`src/common/asis_pkg.sv`:
```
// Constants and types shared by the sequence input select block.
// Assumes a 32-bit AXI4-Lite register bus and an eight-slot sequencer.
`default_nettype none

package asis_pkg;

    localparam int ASIS_ADDR_W = 12;
    localparam int ASIS_DATA_W = 32;
    localparam int ASIS_NSLOT = 8;
    localparam int ASIS_FIELD_W = 3;
    localparam int ASIS_FIELD_PITCH = 4;
    localparam int ASIS_SLOT_W = 3;

    // Register byte offsets
    localparam logic [ASIS_ADDR_W-1:0] ASIS_SEL_OFFSET = 12'h040;
    localparam logic [ASIS_ADDR_W-1:0] ASIS_TS_OFFSET = 12'h044;
    localparam logic [ASIS_ADDR_W-1:0] ASIS_STAT_OFFSET = 12'h048;

    // Reset values and writable bit masks
    localparam logic [31:0] ASIS_SEL_RESET = 32'h0000_0000;
    localparam logic [7:0] ASIS_TS_RESET = 8'h00;
    localparam logic [31:0] ASIS_SEL_WMASK = 32'h7777_7777;
    localparam logic [31:0] ASIS_TS_WMASK = 32'h0000_00FF;

    // Status register field positions
    localparam int ASIS_STAT_SLOT_LSB = 0;
    localparam int ASIS_STAT_AIN_LSB = 4;
    localparam int ASIS_STAT_AIN_EN_BIT = 8;
    localparam int ASIS_STAT_TEMP_BIT = 9;

    localparam logic [1:0] ASIS_RESP_OKAY = 2'h0;
    localparam logic [1:0] ASIS_RESP_SLVERR = 2'h2;

    typedef enum logic [0:0] {
        ASIS_WR_IDLE = 1'h0,
        ASIS_WR_RESP = 1'h1
    } asis_wr_state_e;

    typedef enum logic [0:0] {
        ASIS_RD_IDLE = 1'h0,
        ASIS_RD_DATA = 1'h1
    } asis_rd_state_e;

endpackage

`default_nettype wire

```
`src/hdl/asis_top.sv`:
```
// Sequence input select register with AXI4-Lite slave and slot routing.
// Assumes the sequencer pulses i_conv_start with the slot index it runs.
//
// What this block does
// - Bits 30:28 select input for slot eight
// - Bits 26:24 select input for slot seven
// - Bits 22:20 select input for slot six
// - Bits 18:16 select input for slot five
// - Bits 14:12 select input for slot four
// - Bits 10:8 select input for slot three
// - Bits 6:4 select input for slot two
// - Bits 2:0 select input for slot one
// - Fields read/write, reset to zero
// - Gap bits read zero; software preserves them
// - One 32-bit register, eight slot fields
// - Temp sensor bit overrides the pin field
`timescale 1ns/1ps
`default_nettype none

module asis_top (
    input wire logic i_clk,                                // 125 MHz clock
    input wire logic i_rst_n,                              // Async reset, active low
    // AXI4-Lite write address
    input wire logic i_s_axil_awvalid,                     // Address valid
    output logic o_s_axil_awready,                         // Address ready
    input wire logic [asis_pkg::ASIS_ADDR_W-1:0] i_s_axil_awaddr, // Write address
    input wire logic [2:0] i_s_axil_awprot,                // Ignored
    // AXI4-Lite write data
    input wire logic i_s_axil_wvalid,                      // Data valid
    output logic o_s_axil_wready,                          // Data ready
    input wire logic [31:0] i_s_axil_wdata,                // Write data
    input wire logic [3:0] i_s_axil_wstrb,                 // Byte strobes
    // AXI4-Lite write response
    output logic o_s_axil_bvalid,                          // Response valid
    input wire logic i_s_axil_bready,                      // Response ready
    output logic [1:0] o_s_axil_bresp,                     // Response code
    // AXI4-Lite read address
    input wire logic i_s_axil_arvalid,                     // Address valid
    output logic o_s_axil_arready,                         // Address ready
    input wire logic [asis_pkg::ASIS_ADDR_W-1:0] i_s_axil_araddr, // Read address
    input wire logic [2:0] i_s_axil_arprot,                // Ignored
    // AXI4-Lite read data
    output logic o_s_axil_rvalid,                          // Read valid
    input wire logic i_s_axil_rready,                      // Read ready
    output logic [31:0] o_s_axil_rdata,                    // Read data
    output logic [1:0] o_s_axil_rresp,                     // Read response
    // Sequencer side
    input wire logic i_conv_start,                         // Slot conversion start pulse
    input wire logic [asis_pkg::ASIS_SLOT_W-1:0] i_slot_idx, // Slot being converted
    output logic [asis_pkg::ASIS_FIELD_W-1:0] o_ain_sel,   // Analog input index
    output logic o_ain_route_en,                           // Analog input routed
    output logic o_temp_route_en,                          // Temp sensor routed
    output logic o_sel_valid                               // Selection updated pulse
);
    import asis_pkg::*;

    // Write channel state
    asis_wr_state_e wr_state_ff, nxt_wr_state;
    logic aw_held_ff, nxt_aw_held;
    logic w_held_ff, nxt_w_held;
    logic [ASIS_ADDR_W-1:0] awaddr_ff, nxt_awaddr;
    logic [31:0] wdata_ff, nxt_wdata;
    logic [3:0] wstrb_ff, nxt_wstrb;
    logic awready_ff, nxt_awready;
    logic wready_ff, nxt_wready;
    logic bvalid_ff, nxt_bvalid;
    logic [1:0] bresp_ff, nxt_bresp;

    // Read channel state
    asis_rd_state_e rd_state_ff, nxt_rd_state;
    logic arready_ff, nxt_arready;
    logic rvalid_ff, nxt_rvalid;
    logic [31:0] rdata_ff, nxt_rdata;
    logic [1:0] rresp_ff, nxt_rresp;

    // Register bank
    logic [31:0] sel_ff, nxt_sel;
    logic [ASIS_NSLOT-1:0] ts_ff, nxt_ts;

    // Write beat resolved from held or live channel values
    logic aw_now, w_now, wr_fire;
    logic [ASIS_ADDR_W-1:0] wr_addr;
    logic [31:0] wr_data;
    logic [3:0] wr_strb;
    logic [31:0] sel_merged, ts_merged;
    logic [ASIS_FIELD_W-1:0] pick_ain;
    logic [ASIS_SLOT_W-1:0] pick_slot;
    logic pick_ain_en, pick_temp_en, pick_valid;
    logic [31:0] stat_word;

    assign aw_now = aw_held_ff | (i_s_axil_awvalid & awready_ff);
    assign w_now = w_held_ff | (i_s_axil_wvalid & wready_ff);
    assign wr_fire = (wr_state_ff == ASIS_WR_IDLE) & aw_now & w_now;
    assign wr_addr = aw_held_ff ? awaddr_ff : i_s_axil_awaddr;
    assign wr_data = w_held_ff ? wdata_ff : i_s_axil_wdata;
    assign wr_strb = w_held_ff ? wstrb_ff : i_s_axil_wstrb;

    asis_lane_merge u_sel_merge (
        .i_old(sel_ff),
        .i_new(wr_data),
        .i_strb(wr_strb),
        .i_wmask(ASIS_SEL_WMASK),
        .o_merged(sel_merged)
    );

    asis_lane_merge u_ts_merge (
        .i_old({24'h00_0000, ts_ff}),
        .i_new(wr_data),
        .i_strb(wr_strb),
        .i_wmask(ASIS_TS_WMASK),
        .o_merged(ts_merged)
    );

    // Write address and data taken in either order
    always_comb begin
        nxt_wr_state = wr_state_ff;
        nxt_aw_held = aw_held_ff;
        nxt_w_held = w_held_ff;
        nxt_awaddr = awaddr_ff;
        nxt_wdata = wdata_ff;
        nxt_wstrb = wstrb_ff;
        nxt_awready = awready_ff;
        nxt_wready = wready_ff;
        nxt_bvalid = bvalid_ff;
        nxt_bresp = bresp_ff;
        unique case (wr_state_ff)
            ASIS_WR_IDLE: begin
                if (wr_fire) begin
                    nxt_wr_state = ASIS_WR_RESP;
                    nxt_aw_held = 1'b0;
                    nxt_w_held = 1'b0;
                    nxt_awready = 1'b0;
                    nxt_wready = 1'b0;
                    nxt_bvalid = 1'b1;
                    if (wr_addr[ASIS_ADDR_W-1:2] == ASIS_SEL_OFFSET[ASIS_ADDR_W-1:2] ||
                        wr_addr[ASIS_ADDR_W-1:2] == ASIS_TS_OFFSET[ASIS_ADDR_W-1:2] ||
                        wr_addr[ASIS_ADDR_W-1:2] == ASIS_STAT_OFFSET[ASIS_ADDR_W-1:2]) begin
                        nxt_bresp = ASIS_RESP_OKAY;
                    end else begin
                        nxt_bresp = ASIS_RESP_SLVERR;
                    end
                end else begin
                    if (i_s_axil_awvalid && awready_ff) begin
                        nxt_aw_held = 1'b1;
                        nxt_awaddr = i_s_axil_awaddr;
                        nxt_awready = 1'b0;
                    end
                    if (i_s_axil_wvalid && wready_ff) begin
                        nxt_w_held = 1'b1;
                        nxt_wdata = i_s_axil_wdata;
                        nxt_wstrb = i_s_axil_wstrb;
                        nxt_wready = 1'b0;
                    end
                end
            end
            ASIS_WR_RESP: begin
                if (i_s_axil_bready) begin
                    nxt_wr_state = ASIS_WR_IDLE;
                    nxt_bvalid = 1'b0;
                    nxt_awready = 1'b1;
                    nxt_wready = 1'b1;
                end
            end
        endcase
    end

    always_ff @(posedge i_clk or negedge i_rst_n) begin
        if (!i_rst_n) begin
            wr_state_ff <= ASIS_WR_IDLE;
            aw_held_ff <= 1'b0;
            w_held_ff <= 1'b0;
            awaddr_ff <= '0;
            wdata_ff <= 32'h0000_0000;
            wstrb_ff <= 4'h0;
            awready_ff <= 1'b1;
            wready_ff <= 1'b1;
            bvalid_ff <= 1'b0;
            bresp_ff <= ASIS_RESP_OKAY;
        end else begin
            wr_state_ff <= nxt_wr_state;
            aw_held_ff <= nxt_aw_held;
            w_held_ff <= nxt_w_held;
            awaddr_ff <= nxt_awaddr;
            wdata_ff <= nxt_wdata;
            wstrb_ff <= nxt_wstrb;
            awready_ff <= nxt_awready;
            wready_ff <= nxt_wready;
            bvalid_ff <= nxt_bvalid;
            bresp_ff <= nxt_bresp;
        end
    end

    // Register bank; status word is read-only
    always_comb begin
        nxt_sel = sel_ff;
        nxt_ts = ts_ff;
        if (wr_fire && wr_addr[ASIS_ADDR_W-1:2] == ASIS_SEL_OFFSET[ASIS_ADDR_W-1:2]) begin
            nxt_sel = sel_merged;
        end
        if (wr_fire && wr_addr[ASIS_ADDR_W-1:2] == ASIS_TS_OFFSET[ASIS_ADDR_W-1:2]) begin
            nxt_ts = ts_merged[ASIS_NSLOT-1:0];
        end
    end

    always_ff @(posedge i_clk or negedge i_rst_n) begin
        if (!i_rst_n) begin
            sel_ff <= ASIS_SEL_RESET;
            ts_ff <= ASIS_TS_RESET;
        end else begin
            sel_ff <= nxt_sel;
            ts_ff <= nxt_ts;
        end
    end

    always_comb begin
        stat_word = 32'h0000_0000;
        stat_word[ASIS_STAT_SLOT_LSB +: ASIS_SLOT_W] = pick_slot;
        stat_word[ASIS_STAT_AIN_LSB +: ASIS_FIELD_W] = pick_ain;
        stat_word[ASIS_STAT_AIN_EN_BIT] = pick_ain_en;
        stat_word[ASIS_STAT_TEMP_BIT] = pick_temp_en;
    end

    // Read channel: data registered one cycle after address taken
    always_comb begin
        nxt_rd_state = rd_state_ff;
        nxt_arready = arready_ff;
        nxt_rvalid = rvalid_ff;
        nxt_rdata = rdata_ff;
        nxt_rresp = rresp_ff;
        unique case (rd_state_ff)
            ASIS_RD_IDLE: begin
                if (i_s_axil_arvalid && arready_ff) begin
                    nxt_rd_state = ASIS_RD_DATA;
                    nxt_arready = 1'b0;
                    nxt_rvalid = 1'b1;
                    nxt_rresp = ASIS_RESP_OKAY;
                    if (i_s_axil_araddr[ASIS_ADDR_W-1:2] == ASIS_SEL_OFFSET[ASIS_ADDR_W-1:2]) begin
                        nxt_rdata = sel_ff & ASIS_SEL_WMASK;
                    end else if (i_s_axil_araddr[ASIS_ADDR_W-1:2] ==
                                 ASIS_TS_OFFSET[ASIS_ADDR_W-1:2]) begin
                        nxt_rdata = {24'h00_0000, ts_ff};
                    end else if (i_s_axil_araddr[ASIS_ADDR_W-1:2] ==
                                 ASIS_STAT_OFFSET[ASIS_ADDR_W-1:2]) begin
                        nxt_rdata = stat_word;
                    end else begin
                        nxt_rdata = 32'h0000_0000;
                        nxt_rresp = ASIS_RESP_SLVERR;
                    end
                end
            end
            ASIS_RD_DATA: begin
                if (i_s_axil_rready) begin
                    nxt_rd_state = ASIS_RD_IDLE;
                    nxt_rvalid = 1'b0;
                    nxt_arready = 1'b1;
                end
            end
        endcase
    end

    always_ff @(posedge i_clk or negedge i_rst_n) begin
        if (!i_rst_n) begin
            rd_state_ff <= ASIS_RD_IDLE;
            arready_ff <= 1'b1;
            rvalid_ff <= 1'b0;
            rdata_ff <= 32'h0000_0000;
            rresp_ff <= ASIS_RESP_OKAY;
        end else begin
            rd_state_ff <= nxt_rd_state;
            arready_ff <= nxt_arready;
            rvalid_ff <= nxt_rvalid;
            rdata_ff <= nxt_rdata;
            rresp_ff <= nxt_rresp;
        end
    end

    // Slot routing toward the converter mux
    asis_slot_pick u_pick (
        .i_clk(i_clk),
        .i_rst_n(i_rst_n),
        .i_sel_reg(sel_ff),
        .i_ts(ts_ff),
        .i_start(i_conv_start),
        .i_slot(i_slot_idx),
        .o_ain(pick_ain),
        .o_ain_en(pick_ain_en),
        .o_temp_en(pick_temp_en),
        .o_valid(pick_valid),
        .o_slot(pick_slot)
    );

    assign o_s_axil_awready = awready_ff;
    assign o_s_axil_wready = wready_ff;
    assign o_s_axil_bvalid = bvalid_ff;
    assign o_s_axil_bresp = bresp_ff;
    assign o_s_axil_arready = arready_ff;
    assign o_s_axil_rvalid = rvalid_ff;
    assign o_s_axil_rdata = rdata_ff;
    assign o_s_axil_rresp = rresp_ff;
    assign o_ain_sel = pick_ain;
    assign o_ain_route_en = pick_ain_en;
    assign o_temp_route_en = pick_temp_en;
    assign o_sel_valid = pick_valid;

endmodule

`default_nettype wire

```
`src/hdl/asis_lane_merge.sv`:
```
// Byte-lane merge of a bus write into a register word.
// Assumes strobes as AXI4-Lite wstrb; masked bits always read zero.
`timescale 1ns/1ps
`default_nettype none

module asis_lane_merge (
    input wire logic [31:0] i_old,   // Current register value
    input wire logic [31:0] i_new,   // Write data
    input wire logic [3:0] i_strb,   // Byte strobes
    input wire logic [31:0] i_wmask, // Writable bits
    output logic [31:0] o_merged     // Next register value
);
    import asis_pkg::*;

    genvar g;
    generate
        for (g = 0; g < 4; g++) begin : g_lane
            // Read-only bits forced to zero
            assign o_merged[g*8 +: 8] = (i_strb[g] ? i_new[g*8 +: 8] : i_old[g*8 +: 8])
                                        & i_wmask[g*8 +: 8];
        end
    endgenerate

endmodule

`default_nettype wire

```
`src/hdl/asis_slot_pick.sv`:
```
// Per-slot input selection: picks the active slot's field at conversion start.
// Assumes i_start is a one-cycle pulse with i_slot valid in that cycle.
`timescale 1ns/1ps
`default_nettype none

module asis_slot_pick (
    input wire logic i_clk,                         // System clock
    input wire logic i_rst_n,                       // Async reset, active low
    input wire logic [31:0] i_sel_reg,              // Input select word
    input wire logic [asis_pkg::ASIS_NSLOT-1:0] i_ts, // Temp sensor select per slot
    input wire logic i_start,                       // Slot conversion start
    input wire logic [asis_pkg::ASIS_SLOT_W-1:0] i_slot, // Slot index
    output logic [asis_pkg::ASIS_FIELD_W-1:0] o_ain, // Routed analog input
    output logic o_ain_en,                          // Analog input routed
    output logic o_temp_en,                         // Temp sensor routed
    output logic o_valid,                           // Selection updated pulse
    output logic [asis_pkg::ASIS_SLOT_W-1:0] o_slot // Last slot started
);
    import asis_pkg::*;

    logic [ASIS_FIELD_W-1:0] field [ASIS_NSLOT];
    logic [ASIS_FIELD_W-1:0] ain_ff, nxt_ain;
    logic ain_en_ff, nxt_ain_en;
    logic temp_en_ff, nxt_temp_en;
    logic valid_ff, nxt_valid;
    logic [ASIS_SLOT_W-1:0] slot_ff, nxt_slot;

    genvar g;
    generate
        for (g = 0; g < ASIS_NSLOT; g++) begin : g_field
            // Slot g uses bits 4g+2..4g
            // Low four slots likewise
            assign field[g] = i_sel_reg[g*ASIS_FIELD_PITCH +: ASIS_FIELD_W];
        end
    endgenerate

    always_comb begin
        nxt_ain = ain_ff;
        nxt_ain_en = ain_en_ff;
        nxt_temp_en = temp_en_ff;
        nxt_slot = slot_ff;
        nxt_valid = 1'b0;
        if (i_start) begin
            nxt_slot = i_slot;
            nxt_valid = 1'b1;
            if (i_ts[i_slot]) begin
                // Temp sensor replaces the pin
                nxt_ain = '0;
                nxt_ain_en = 1'b0;
                nxt_temp_en = 1'b1;
            end else begin
                nxt_ain = field[i_slot];
                nxt_ain_en = 1'b1;
                nxt_temp_en = 1'b0;
            end
        end
    end

    always_ff @(posedge i_clk or negedge i_rst_n) begin
        if (!i_rst_n) begin
            ain_ff <= '0;
            ain_en_ff <= 1'b0;
            temp_en_ff <= 1'b0;
            valid_ff <= 1'b0;
            slot_ff <= '0;
        end else begin
            ain_ff <= nxt_ain;
            ain_en_ff <= nxt_ain_en;
            temp_en_ff <= nxt_temp_en;
            valid_ff <= nxt_valid;
            slot_ff <= nxt_slot;
        end
    end

    assign o_ain = ain_ff;
    assign o_ain_en = ain_en_ff;
    assign o_temp_en = temp_en_ff;
    assign o_valid = valid_ff;
    assign o_slot = slot_ff;

endmodule

`default_nettype wire

```
`config.mk`:
```
export PLATFORM = sky130hd
export DESIGN_NAME = asis_top
export DESIGN_NICKNAME = d
export VERILOG_FILES = /design/src/common/asis_pkg.sv /design/src/hdl/asis_top.sv /design/src/hdl/asis_lane_merge.sv /design/src/hdl/asis_slot_pick.sv
export SDC_FILE = /design/constraint.sdc
export NUM_CORES = 1
export LEC_CHECK = 0
export BUFFER_PORTS_ARGS = -buffer_cell sky130_fd_sc_hd__buf_2
export CORE_MARGIN = 2
export CORE_UTILIZATION = 34
export CTS_CLUSTER_DIAMETER = 200
export CTS_CLUSTER_SIZE = 14
export DETAILED_ROUTE_END_ITERATION = 12
export HOLD_SLACK_MARGIN = 0.02
export PLACE_DENSITY = 0.58
export SLEW_MARGIN = 20
export SYNTH_ARGS = -nofsm -noshare
export SYNTH_HDL_FRONTEND = slang
export SYNTH_SLANG_ARGS = --single-unit
```
`constraint.sdc`:
```
create_clock -name i_clk -period 2 [get_ports i_clk]
set_clock_uncertainty 0.05 [all_clocks]
set_input_delay 0.4 -clock i_clk [delete_from_list [all_inputs] [get_ports i_clk]]
set_output_delay 0.4 -clock i_clk [all_outputs]
set_load 0.01 [all_outputs]
```
Word level (Yosys, flattened, before mapping)
Cells that the tools add are included.
{"block": "totals", "out_inout_bits": 47, "in_bits": 77, "wordCells": 118, "register_bits": 133}
{"block": "classes", "magnitude_cmp": 2, "mux": 45, "bitwise_logic": 10, "n_eq_ne": 12, "n_reduce_logical": 24}
{"op": "two-way mux 31 bit", "count": 2}
{"op": "equality test 10 x 5 -> 1 bit, second input constant", "count": 6}
{"op": "AND reduction 2 bit", "count": 13}
{"op": "two-way mux 1 bit", "count": 23}
{"op": "two-way mux 10 bit", "count": 2}
{"op": "one-hot mux 1 bit (2 select lines)", "count": 7}
{"op": "two-way mux 12 bit", "count": 1}
{"op": "binary-select mux 3 bit (select 3 bit)", "count": 1}
{"op": "two-way mux 3 bit", "count": 3}
{"op": "two-way mux 2 bit", "count": 4}
{"op": "inequality test 2 bit, second input constant", "count": 4}
{"op": "inequality test 3 x 2 -> 1 bit, second input constant", "count": 2}
{"op": "AND reduction 3 bit", "count": 2}
{"op": "logical AND 1 bit", "count": 5}
{"op": "bitwise AND 1 bit", "count": 4}
{"op": ">= comparator 4 bit, second input constant", "count": 1}
{"op": "< comparator 3 x 4 -> 1 bit, second input constant", "count": 1}
{"op": "two-way mux 4 bit", "count": 1}
{"op": "NOT 3 -> 4 bit", "count": 1}
{"op": "nonzero test 2 bit", "count": 2}
{"op": "binary-select mux 1 bit (select 3 bit)", "count": 1}
{"op": "NOT 1 bit", "count": 3}
{"op": "logical OR 1 bit", "count": 2}
{"op": "OR 1 bit", "count": 2}

Logic depth before layout (Yosys ltp)
Gate-level depths: netlist (run 1).
{"block": "depth", "depth_word": 6, "mapped_depth": 6, "ltp_nobuf": 4}

Cells and area by module
A second synthesis (run 1) with hierarchy kept.
{"block": "hier_totals", "hier_cells": 549, "hier_area_um2": 7129.3}
{"module": "asis_top", "area_per_inst_um2": 5392.7, "seq_area_each_um2": 3081.7, "instances": 1, "cells_per_inst": 374}
{"module": "asis_lane_merge", "area_per_inst_um2": 565.5, "seq_area_each_um2": 0.0, "instances": 2, "cells_per_inst": 68}
{"module": "asis_slot_pick", "area_per_inst_um2": 605.6, "seq_area_each_um2": 225.2, "instances": 1, "cells_per_inst": 39}

Worst setup path before layout (run 1)
OpenSTA, ideal clock, no wires.
{"block": "synth_timing", "path_type": "register to register", "start": "reg awready_ff, in the netlist o_s_axil_awready", "end": "reg ts_ff[0]", "stages_incl_launch_ff": 6, "t_arrival_ns": 1.949, "setup_slack_ns": -0.123, "period_less_slack_ns": 2.123, "t_required_ns": 1.825, "path_cell_list": "dfstp_2 -> a21oi_2 -> or3_1 -> buf_4 -> a2111oi_4 -> mux2_2"}
{"block": "synth_via", "elab_chain_len": 6}
{"item": "start: declaration", "line": "asis_top.sv:64", "source": "logic awready_ff, nxt_awready;"}
{"item": "start signal: assignment", "line": "asis_top.sv:186", "source": "awready_ff <= nxt_awready;"}
{"item": "bitwise AND 1 bit", "line": "asis_top.sv:91", "source": "assign aw_now = aw_held_ff | (i_s_axil_awvalid & awready_ff);"}
{"item": "OR 1 bit", "line": "asis_top.sv:91"}
{"item": "bitwise AND 1 bit (2 in series)", "line": "asis_top.sv:93", "source": "assign wr_fire = (wr_state_ff == ASIS_WR_IDLE) & aw_now & w_now;"}
{"item": "logical AND 1 bit", "line": "asis_top.sv:200", "source": "if (wr_fire && wr_addr[ASIS_ADDR_W-1:2] == ASIS_TS_OFFSET[ASIS_ADDR_W-1:2]) begin"}
{"item": "AND reduction 2 bit (no line)"}
{"item": "end signal: assignment", "line": "asis_top.sv:211", "source": "ts_ff <= nxt_ts;"}
{"item": "end: declaration", "line": "asis_top.sv:78", "source": "logic [ASIS_NSLOT-1:0] ts_ff, nxt_ts;"}
No other way between the ends.
A chain may end at the register's enable or synchronous reset.

Final worst setup path (run 1)
{"block": "layout_timing", "start": "reg awready_ff, in the netlist o_s_axil_awready", "end": "reg sel_ff[4]"}
{"block": "layout_via", "elab_chain_len": 6}
{"item": "bitwise AND 1 bit", "line": "asis_top.sv:91"}
{"item": "OR 1 bit", "line": "asis_top.sv:91"}
{"item": "bitwise AND 1 bit (2 in series)", "line": "asis_top.sv:93"}
{"item": "logical AND 1 bit", "line": "asis_top.sv:197", "source": "if (wr_fire && wr_addr[ASIS_ADDR_W-1:2] == ASIS_SEL_OFFSET[ASIS_ADDR_W-1:2]) begin"}
{"item": "AND reduction 2 bit (no line)"}
{"item": "end signal: assignment", "line": "asis_top.sv:210", "source": "sel_ff <= nxt_sel;"}
{"item": "end: declaration", "line": "asis_top.sv:77", "source": "logic [31:0] sel_ff, nxt_sel;"}
No other way between the ends.

==> reports/results.md, run 1 <==
• **share of async-settable or async-resettable flops after synthesis** 100%
• **routability congestion estimate from global placement** 0.759
• **Worst Path Class, Setup** reg2reg
• **maximum net fanout on the critical path** 6
• **total wire length** 13.2 mm
• **crit-path cells** a21oi_2 > or3_4 > buf_4 > a2111oi_4 > buf_6 > mux2_4
• **total number of H-tree levels** 4
• **failing checks** negative setup slack
• **setup repair after global routing missed its margin** true
• **master of the slowest instance on the critical path** sky130_fd_sc_hd__dfstp_2
• **worst hold path cell count** 2
• **number of distinct library cell variants in the gate-level netlist after synthesis** 42
• **clk_lat worst skew** 420 ps
• **Crit path largest cell delay** 530 ps
• **largest net degree at the start of global routing** 60
• **type of destination of the critical path** flip-flop
• **hold crit path type** in2reg
• **Register-to-Register Setup Slack** -60 ps
• **synthesized instance count** 393
• **PwrDens** 1080 nW/um^2
• **die area** 17100 um^2
• **worst flop-to-flop path endpoint** sel_ff[4]
• **worst hold start** i_s_axil_arvalid
• **global-route congestion overflow total** 0
• **clock transition at the registers of the reported paths** 50 ps
• **worst reg2reg path startpoint** o_s_axil_awready
• **final critical-path setup slack** -62.8 ps
• **share of Yosys cell area claimed by the top area cell type** 52.8%
• **vias per std cell** 4.84
• **startpoint of the most critical setup path** o_s_axil_awready
• **arrival time at the worst endpoint** 2310 ps
• **number of clock buffers inserted by TritonCTS** 17
• **most instantiated flip-flop cell in the synthesis netlist** sky130_fd_sc_hd__dfrtp_1
• **global-route total usage across every layer** 16.4%
• **top routing layer in use** met5
• **number of global-route vias before repair** 3905
• **detailed-routing wirelength on met1** 5.94 mm
• **buffer and inverter count on the worst path** 2
• **maximum clock frequency** 485 MHz
• **layout cell share with drive strength beyond 1** 55.2%
• **CTS Root Cell** sky130_fd_sc_hd__clkbuf_16
• **count of vias placed by the detailed router** 3679
• **worst min-delay path endpoint** o_s_axil_arready
• **setup violators final** 32
• **number of synthesized flops with an enable pin** 0
• **number of register bits inferred by synthesis** 118
• **Die X-Extent** 131 um
• **final hold violation count** 0
• **proportion of synthesized chip area in sequential cells** 54.2%
• **vertical die dimension** 131 um
• **shortest clock period the worst path allows after layout** 2060 ps
• **Synth Cell Area** 5450 um^2
• **startpoint kind of the worst setup timing path** flip-flop
• **total power consumption of the routed design** 7.81 mW
• **starting density of the core** 34.6%
• **Worst Path Required** 2250 ps
• **TritonCTS clock tree** yes
• **final net count** 606
• **crit-path leading delay family** flip-flops
• **Detailed Place HPWL** 9.36 mm
• **Pre-antenna DRT Iters** 5
• **total number of clock tree sinks** 118
• **area added between synthesis and finish** 32.4%
• **status** finished with violations
• **number of buffer cells added on primary ports** 99
• **Max clock buf depth** 2
• **top cells by area in the synthesized netlist** sky130_fd_sc_hd__dfrtp_1 53%, sky130_fd_sc_hd__mux2_2 22%, sky130_fd_sc_hd__mux2i_1 2.9%, sky130_fd_sc_hd__mux4_2 2.9%, sky130_fd_sc_hd__a22o_1 2.6%
• **metal3 WL** 647 um
• **part of the cycle the worst path needs** 103%
• **final routed DRC violation total** 0
• **depth of the worst register-to-register path** 6
• **pins over their slew limit** 0
• **Worst slew margin** 61.3%
• **worst hold slack across all endpoints** 95.6 ps
• **synthesized area per cell** 13.9 um^2
• **max-cap violation count** 0
• **maximum vdd ir drop** 658 uV
• **Static Leak** 3.37 nW
• **standard-cell row count** 46
• **YS warnings** 0
• **first-pass GRT wire length** 21.0 mm
• **routed len/inst** 17.3 um
• **Setup TNS Final** -1040 ps
• **Detailed Route Iter0 Violations** 137
• **Tightest Pin Transition** 572 ps
• **I/O pin total** 124
• **Final ANT Viol Nets** 0
• **cell accounting for the most synthesized area** sky130_fd_sc_hd__dfrtp_1
• **area inside the core boundary** 15800 um^2
• **met2 wire len** 6.26 mm
• **number of antenna violations at the first check in global routing** 3
[synthesized netlist by cell type (3+ instances only)]
cell / n
sky130_fd_sc_hd__o21ai_0: 17
sky130_fd_sc_hd__mux2i_1: 16
sky130_fd_sc_hd__nor3_1: 3
sky130_fd_sc_hd__nor2_1: 3
sky130_fd_sc_hd__dfrtp_1: 115
sky130_fd_sc_hd__clkbuf_1: 15
sky130_fd_sc_hd__a22o_1: 16
sky130_fd_sc_hd__a2111oi_4: 5
sky130_fd_sc_hd__o22ai_1: 3
sky130_fd_sc_hd__nand2b_1: 3
sky130_fd_sc_hd__inv_1: 8
sky130_fd_sc_hd__mux2_2: 106
sky130_fd_sc_hd__buf_4: 9
sky130_fd_sc_hd__mux4_2: 7
sky130_fd_sc_hd__dfstp_2: 3
sky130_fd_sc_hd__a2bb2oi_1: 6
sky130_fd_sc_hd__a21oi_1: 5
sky130_fd_sc_hd__nand2_1: 24
[cell type report]
type                    instances  area (um^2)
repair buffers                138          887
clock buffers                  24          492
well taps                     216          270
multi-input cells             246         2510
inverters                       8         30.0
flip-flops and latches        118         2960
fillers                      1480         8550
clock inverters                 8         72.6
diodes                          2         5.00
[stage by stage]
stage | cells | worst slack (ps) | instance area [um^2] | utilization [%]
final | 760 | -62.8 | 7220 | 45.8
after global routing | 760 | -138 | 7220 | 45.8
after CTS | 750 | -47.8 | 7130 | 45.2
after detailed placement | 716 | -234 | 6440 | 40.8
after global placement | 716 | -184 | 6440 | 40.8
after floorplan | 400 | -109 | 5530 | -
[state kept, by name (all words and copies together) (netlist names), 3 cells and up]
register and flops:
u_pick.o_slot 3, awaddr_ff 10, wdata_ff 26, ts_ff 8, u_pick.o_ain 3, sel_ff 24, wstrb_ff 4, o_s_axil_rdata 26
[layer usage]
metal	vias up	GRT usage (%)
li1	1711	-
met2	95	25.6
met1	1848	21.0
met4	2	7.70
met5	-	0
met3	23	5.13
[cell families after synthesis]
kind of cell           share of synthesized area, %
multiplexers                                   27.7
flip-flops                                     54.2
AO/OA/AOI/OAI                                  9.89
AND/OR/NAND/NOR                                4.82
buffers and inverters                          3.28
other                                        0.0688
[how the worst max path moves through the flow]
stage / slack (ps) / to / cells after the start
floorplan: -110 / ts_ff[0] / 5
global placement: -180 / ts_ff[3] / 6
detailed placement: -230 / sel_ff[5] / 5
CTS: -50 / ts_ff[3] / 6
global route: -140 / sel_ff[4] / 6
finish: -60 / sel_ff[4] / 6
[power by group]
part	leakage (nW)	internal (mW)	switching [mW]
logic	1.55	0.986	0.808
registers	1.55	2.89	0.257
clock network	0.272	1.83	1.04
[timing repair]
action | 4_1_cts | 5_1_grt
buffers inserted | 2 | 8
setup endpoints to repair | 32 | 32
cloned | 0 | 0
pin swaps | 3 | 4
hold buffers | 1 | 0
resized for setup | 26 | 7
hold endpoints to repair | 28 | 0
[layout by cell type, fill, tap and decap left out, types with 4 or more instances in the layout]
| cell type | n |
|---|---|
| sky130_fd_sc_hd__clkbuf_8 | 4 |
| sky130_fd_sc_hd__a2bb2oi_1 | 6 |
| sky130_fd_sc_hd__mux2_4 | 32 |
| sky130_fd_sc_hd__clkinv_2 | 4 |
| sky130_fd_sc_hd__a2111oi_4 | 5 |
| sky130_fd_sc_hd__dfrtp_1 | 114 |
| sky130_fd_sc_hd__conb_1 | 8 |
| sky130_fd_sc_hd__clkbuf_16 | 17 |
| sky130_fd_sc_hd__mux2_2 | 74 |
| sky130_fd_sc_hd__mux4_2 | 7 |
| sky130_fd_sc_hd__a21oi_1 | 5 |
| sky130_fd_sc_hd__buf_2 | 98 |
| sky130_fd_sc_hd__buf_6 | 5 |
| sky130_fd_sc_hd__buf_12 | 6 |
| sky130_fd_sc_hd__mux2i_1 | 16 |
| sky130_fd_sc_hd__buf_4 | 28 |
| sky130_fd_sc_hd__nand2_1 | 24 |
| sky130_fd_sc_hd__o21ai_0 | 17 |
| sky130_fd_sc_hd__inv_1 | 8 |
| sky130_fd_sc_hd__a22o_1 | 16 |
No activity file was read; power rests on OpenSTA's default activity.
==> run 2, diff against run 1 <==
--- a/config.mk
+++ b/config.mk
@@ -7,12 +7,12 @@
 export LEC_CHECK = 0
 export BUFFER_PORTS_ARGS = -buffer_cell sky130_fd_sc_hd__buf_2
 export CORE_MARGIN = 2
-export CORE_UTILIZATION = 34
+export CORE_UTILIZATION = 30
 export CTS_CLUSTER_DIAMETER = 200
 export CTS_CLUSTER_SIZE = 14
 export DETAILED_ROUTE_END_ITERATION = 12
 export HOLD_SLACK_MARGIN = 0.02
-export PLACE_DENSITY = 0.58
+export PLACE_DENSITY = 0.52
 export SLEW_MARGIN = 20
 export SYNTH_ARGS = -nofsm -noshare
 export SYNTH_HDL_FRONTEND = slang
==> run 2 against run 1 <==
  * The run still ends with negative setup slack left
  * First-iteration DRC count grew 21%
  * Critical endpoint is now ts_ff[2]
  * Critical path depth is the same
  * Utilization down 5.4 points
  * Sequential power about the same
  * Global-route usage shrank 2.1 points
  * Non-clock buffer count decreased by 4
  * Setup slack improved by 48 ps
==> reports/results.md, run 2 (synthesized netlist as in run 1, its figures left out) <==
• **final hold violation count** 0, unchanged
• **global-route congestion overflow total** 0, unchanged
• **Detailed Place HPWL** 9.73 mm, +4.0%
• **area occupied by multi-input gates** 2500 um^2, -0.20%
• **layout cell share with drive strength beyond 1** 55.4%, +0.22 points
• **arrival time at the worst endpoint** 2250 ps, -60 ps
• **clk_lat worst skew** 410 ps, about the same
• **master of the slowest instance on the critical path** sky130_fd_sc_hd__dfrtp_2
• **switching power summed over all nets** 2.19 mW, +3.8%
• **maximum clock frequency** 496 MHz, +2.4%
• **setup violators final** 10, -69%
• **part of the cycle the worst path needs** 101%, -2.4 points
• **Static Leak** 3.36 nW, -0.22%
• **proportion of total power due to net switching** 27.4%, +0.43 points
• **vias per std cell** 4.80, -0.83%
• **proportion of power drawn by the clock network** 38.0%, +1.2 points
• **commonest non-fill, non-tap cell in the layout** sky130_fd_sc_hd__dfrtp_1
• **total number of H-tree levels** 4, unchanged
• **startpoint kind of the worst setup timing path** flip-flop
• **starting density of the core** 30.5%, -4.1 points
• **global-route total usage across every layer** 14.3%, -2.1 points
• **largest net degree at the start of global routing** 44, -27%
• **first-pass GRT wire length** 21.6 mm, +2.8%
• **Worst Path Required** 2240 ps, about the same
• **die area** 19300 um^2, +13%
• **Tightest Pin Transition** 538 ps, -33.7 ps
• **number of clock buffers inserted by TritonCTS** 17, unchanged
• **Setup TNS Final** -83.1 ps, +952 ps
• **count of vias placed by the detailed router** 3687, +0.22%
• **CTS Root Cell** sky130_fd_sc_hd__clkbuf_16
• **pins over their slew limit** 0, unchanged
• **maximum net fanout on the critical path** 8, +2
• **TritonCTS clock tree** yes
• **type of destination of the critical path** flip-flop
• **final critical-path setup slack** -15.0 ps, +47.7 ps
• **relative contribution of sequential cells to total power** 39.6%, -0.7 points
• **Crit path largest cell delay** 470 ps, -60 ps
• **I/O pin total** 124, unchanged
• **final routed DRC violation total** 0, unchanged
• **Internal Dissipation** 5.79 mW, +1.6%
• **standard-cell row count** 49, +6.5%
• **Setup WS pre-CTS** -273 ps, -38.8 ps
• **Detailed Route Iter0 Violations** 166, +21%
• **Final ANT Viol Nets** 0, unchanged
• **hold crit path type** in2reg
• **vertical die dimension** 139 um, +6.3%
• **max-cap violation count** 0, unchanged
• **Worst Path Class, Setup** reg2reg
• **register cell area after layout** 2960 um^2, unchanged
• **layout filler cell count** 1689, +14%
• **final net count** 602, -0.66%
• **routability congestion estimate from global placement** 0.775, +2.1%
• **clock transition at the registers of the reported paths** 50 ps, about the same
• **crit-path cells** buf_4 > nor4_4 > a21oi_4 > a2111oi_4 > buf_6 > mux2_4
• **PwrDens** 1100 nW/um^2, +2.1%
• **number of buffer cells added on primary ports** 99, unchanged
• **shortest clock period the worst path allows after layout** 2020 ps, -47.7 ps
• **Die X-Extent** 139 um, +6.3%
• **total number of clock tree sinks** 118, unchanged
• **setup repair after global routing missed its margin** true
• **maximum vdd ir drop** 658 uV, about the same
• **routed len/inst** 17.3 um, -0.15%
• **Max clock buf depth** 2, unchanged
• **power share of the combinational group** 22.3%, -0.7 points
• **total power consumption of the routed design** 7.98 mW, +2.2%
• **Worst slew margin** 63.6%, +2.3 points
• **commonest non-fill, non-tap cells in the layout** 114 x sky130_fd_sc_hd__dfrtp_1, 98 x sky130_fd_sc_hd__buf_2, 76 x sky130_fd_sc_hd__mux2_2
• **area added between synthesis and finish** 32.6%
• **number of antenna violations at the first check in global routing** 2, -1
• **Pre-antenna DRT Iters** 4, -1
• **area inside the core boundary** 17900 um^2, +14%
• **failing checks** negative setup slack
• **total wire length** 13.3 mm, +0.90%
• **number of global-route vias before repair** 3925, +0.51%
• **status** finished with violations
## run 2: worst paths after layout
check                                   from                end  slack [ps]  cells after the start
max                               aw_held_ff           ts_ff[2]         -20                      6
min reg2reg                o_s_axil_rdata[0]  o_s_axil_rdata[0]         420                      2
max reg2reg                       aw_held_ff           ts_ff[2]         -20                      6
max in group asynchronous            i_rst_n          sel_ff[2]         830                      3
min in group asynchronous            i_rst_n        wdata_ff[5]         450                      2
min                         i_s_axil_arvalid   o_s_axil_arready         120                      2
## run 2: final cells by class
| type | instances | share of cell area (%) |
|---|---|---|
| Timing Repair Buffer | 134 | 11.9 |
| Antenna cell | 1 | 0.0346 |
| Inverter | 8 | 0.415 |
| Tap cell | 229 | 3.96 |
| Clock buffer | 21 | 6.51 |
| Multi-Input combinational cell | 246 | 34.6 |
| Clock inverter | 11 | 1.70 |
| Sequential cell | 118 | 40.9 |
## run 2: worst max-delay path, delay by kind of cell (launching register included)
family / cells / cell delay, ps
mux: 1 / 310
simple gates: 1 / 180
compound gates: 2 / 490
buf+inv: 2 / 380
flops: 1 / 470
## run 2: repair_timing
action,in CTS,in global routing
resized for setup,25,7
buffers inserted,3,1
endpoints found under the hold margin,28,0
hold buffers,1,0
pin swaps,4,3
setup endpoints to repair,32,32
## run 2: per-stage QoR
stage                     instance area [um^2]  instances  hold WS [ps]  utilization, %
after global routing                      7230        767           115            40.4
after CTS                                 7190        766           101            40.2
final                                     7230        768           123            40.4
after floorplan                           5530        400          54.4               -
after global placement                    6480        731           361            36.2
after detailed placement                  6480        731           358            36.2
## run 2: power groups by stage
stage	clock network, mW	registers (mW)	logic (mW)
global route	3.22	3.23	1.96
global placement	0	3.15	1.68
finish	3.04	3.16	1.78
floorplan	0	3.15	1.15
CTS	3.10	3.17	1.80
detailed placement	0	3.19	1.73
## run 2: layer usage
layer | vias up | part of all wire [%] | global-route usage, %
li1 | 1702 | - | -
met1 | 1874 | 45 | 18.3
met2 | 92 | 48 | 23.0
met3 | 17 | 5.6 | 4.45
met4 | 2 | 1.5 | 4.89
met5 | - | 0.098 | 0
==> run 3, diff against run 2 <==
--- a/config.mk
+++ b/config.mk
@@ -12,7 +12,6 @@
 export CTS_CLUSTER_SIZE = 14
 export DETAILED_ROUTE_END_ITERATION = 12
 export HOLD_SLACK_MARGIN = 0.02
-export PLACE_DENSITY = 0.52
 export SLEW_MARGIN = 20
 export SYNTH_ARGS = -nofsm -noshare
 export SYNTH_HDL_FRONTEND = slang
==> run 3 against run 2 <==
  * The flow still finishes with violations (negative setup slack)
  * Via count up 1.2%
  * Flip-flop and latch count unchanged
  * Combinational power about the same
  * Critical path type unchanged
  * Largest power group unchanged
==> reports/results.md, run 3 (synthesized netlist as in run 1, its figures left out) <==
• **max-cap violation count** 0, unchanged
• **Final ANT Viol Nets** 0, unchanged
• **Pre-antenna DRT Iters** 4, unchanged
• **maximum net fanout on the critical path** 8, unchanged
• **pins over their slew limit** 0, unchanged
• **proportion of total power due to net switching** 27.2%, -0.21 points
• **register cell area after layout** 2960 um^2, unchanged
• **status** finished with violations
• **largest net degree at the start of global routing** 33, -25%
• **area occupied by multi-input gates** 2510 um^2, +0.40%
• **global-route congestion overflow total** 0, unchanged
• **layout cell share with drive strength beyond 1** 56.0%, +0.64 points
• **maximum clock frequency** 488 MHz, -1.7%
• **number of antenna violations at the first check in global routing** 3, +1
• **Static Leak** 3.39 nW, +0.90%
• **routed len/inst** 17.5 um, +0.97%
• **part of the cycle the worst path needs** 103%, +1.8 points
• **Worst Path Required** 2250 ps, about the same
• **starting density of the core** 30.5%, unchanged
• **count of vias placed by the detailed router** 3731, +1.2%
• **shortest clock period the worst path allows after layout** 2050 ps, +35.4 ps
• **proportion of power drawn by the clock network** 38.9%, +0.9 points
• **TritonCTS clock tree** yes
• **total power consumption of the routed design** 8.14 mW, +2.0%
• **layout filler cell count** 1699, +0.59%
• **Internal Dissipation** 5.93 mW, +2.3%
• **PwrDens** 1120 nW/um^2, +1.4%
• **met3 track utilization from global routing** 4.56%, +0.10 points
• **total number of H-tree levels** 4, unchanged
• **arrival time at the worst endpoint** 2300 ps, +50 ps
• **CTS Root Cell** sky130_fd_sc_hd__clkbuf_16
• **startpoint kind of the worst setup timing path** flip-flop
• **standard-cell row count** 49, unchanged
• **relative contribution of sequential cells to total power** 38.9%, -0.7 points
• **global-route total usage across every layer** 14.5%, +0.16 points
• **clk_lat worst skew** 410 ps, about the same
• **final hold violation count** 0, unchanged
• **area added between synthesis and finish** 33.3%
• **setup violators final** 32, +22
• **type of destination of the critical path** flip-flop
• **maximum vdd ir drop** 674 uV, +2.5%
• **Detailed Place HPWL** 9.59 mm, -1.4%
• **routability congestion estimate from global placement** 0.795, +2.7%
• **number of clock buffers inserted by TritonCTS** 17, unchanged
• **switching power summed over all nets** 2.22 mW, +1.2%
• **vertical die dimension** 139 um, unchanged
• **Die X-Extent** 139 um, unchanged
• **Detailed Route Iter0 Violations** 170, +2.4%
• **Setup WS pre-CTS** -276 ps, -3.45 ps
• **clock transition at the registers of the reported paths** 60 ps, about the same
• **power share of the combinational group** 22.1%, -0.2 points
• **hold crit path type** in2reg
• **final routed DRC violation total** 0, unchanged
• **number of buffer cells added on primary ports** 99, unchanged
• **commonest non-fill, non-tap cell in the layout** sky130_fd_sc_hd__dfrtp_1
• **final critical-path setup slack** -50.4 ps, -35.4 ps
• **Worst Path Class, Setup** reg2reg
• **final net count** 603, +0.17%
• **Max clock buf depth** 2, unchanged
• **first-pass GRT wire length** 21.8 mm, +0.74%
• **area inside the core boundary** 17900 um^2, unchanged
• **vias per std cell** 4.85, +1.1%
• **failing checks** negative setup slack
• **number of global-route vias before repair** 3985, +1.5%
• **commonest non-fill, non-tap cells in the layout** 114 x sky130_fd_sc_hd__dfrtp_1, 98 x sky130_fd_sc_hd__buf_2, 81 x sky130_fd_sc_hd__mux2_2
• **global route hottest layer** met2
• **setup repair after global routing missed its margin** true
• **total wire length** 13.4 mm, +1.1%
• **I/O pin total** 124, unchanged
• **GR Util met2** 23.9%, +0.86 points
• **die area** 19300 um^2, unchanged
• **GR met1 Demand/Resource** 17.9%, -0.44 points
• **total number of clock tree sinks** 118, unchanged
run 3: cell count changes in the layout (fill, tap and decap cells not counted), moves of 2 or more:
cell and delta:
sky130_fd_sc_hd__nand2_2 -2, sky130_fd_sc_hd__buf_6 +3, sky130_fd_sc_hd__nand2_1 -2, sky130_fd_sc_hd__nand2_4 +4, sky130_fd_sc_hd__mux2_2 +5, sky130_fd_sc_hd__mux2_4 -5
run 3: routing by layer:
metal | vias up | routed length (um)
met3 | 22 | 681
met4 | 4 | 225
met1 | 1909 | 5790
met5 | - | 27
li1 | 1706 | -
met2 | 90 | 6710
run 3: power by group through the flow:
| stage | combinational (mW) | sequential (mW) | clock, mW |
|---|---|---|---|
| 2_1_floorplan | 1.15 | 3.15 | 0 |
| 3_3_place_gp | 1.63 | 3.15 | 0 |
| 3_5_place_dp | 1.69 | 3.19 | 0 |
| 4_1_cts | 1.74 | 3.16 | 3.24 |
| 5_1_grt | 1.97 | 3.24 | 3.34 |
| 6_report | 1.80 | 3.17 | 3.17 |
run 3: worst paths after layout:
check	slack, ps	cells after the start	startpoint	end
max	-50	5	o_s_axil_awready	ts_ff[4]
min	110	2	i_s_axil_arvalid	o_s_axil_arready
max reg2reg	-50	5	o_s_axil_awready	ts_ff[4]
min reg2reg	430	2	o_s_axil_rdata[6]	o_s_axil_rdata[6]
max in group asynchronous	850	3	i_rst_n	o_s_axil_awready
min in group asynchronous	400	2	i_rst_n	o_s_axil_bvalid
run 3: stage by stage:
step	util, %	hold slack [ps]	TNS [ps]	cell area, um^2	instances
after floorplan	-	54.4	-2750	5530	400
after global placement	36.0	315	-6690	6450	729
after detailed placement	36.0	318	-7000	6450	729
after CTS	40.2	93.1	-1800	7200	765
after global routing	40.6	108	-3480	7270	768
final	40.6	110	-850	7270	769
run 3: worst max-delay path, stage by stage (launching register included):
cell and delay, ps:
sky130_fd_sc_hd__dfstp_2 550, sky130_fd_sc_hd__a21oi_2 70, sky130_fd_sc_hd__or3_4 480, sky130_fd_sc_hd__a2111oi_4 240
sky130_fd_sc_hd__buf_6 200, sky130_fd_sc_hd__mux2_2 350
run 3: cell type report:
type                            count  share of cell area [%]
Sequential cell                   118                    40.7
Multi-Input combinational cell    246                    34.5
Timing Repair Buffer              135                    11.9
Clock buffer                       21                    6.47
Tap cell                          229                    3.94
Clock inverter                     11                    2.03
Inverter                            8                   0.413
Antenna cell                        1                  0.0344
run 3: repair_timing:
action	4_1_cts	5_1_grt
buffers inserted	4	3
endpoints found under the setup margin	32	32
endpoints found under the hold margin	23	0
pin swaps	4	8
gates cloned	0	0
hold buffers	1	0
gates resized for setup	26	11
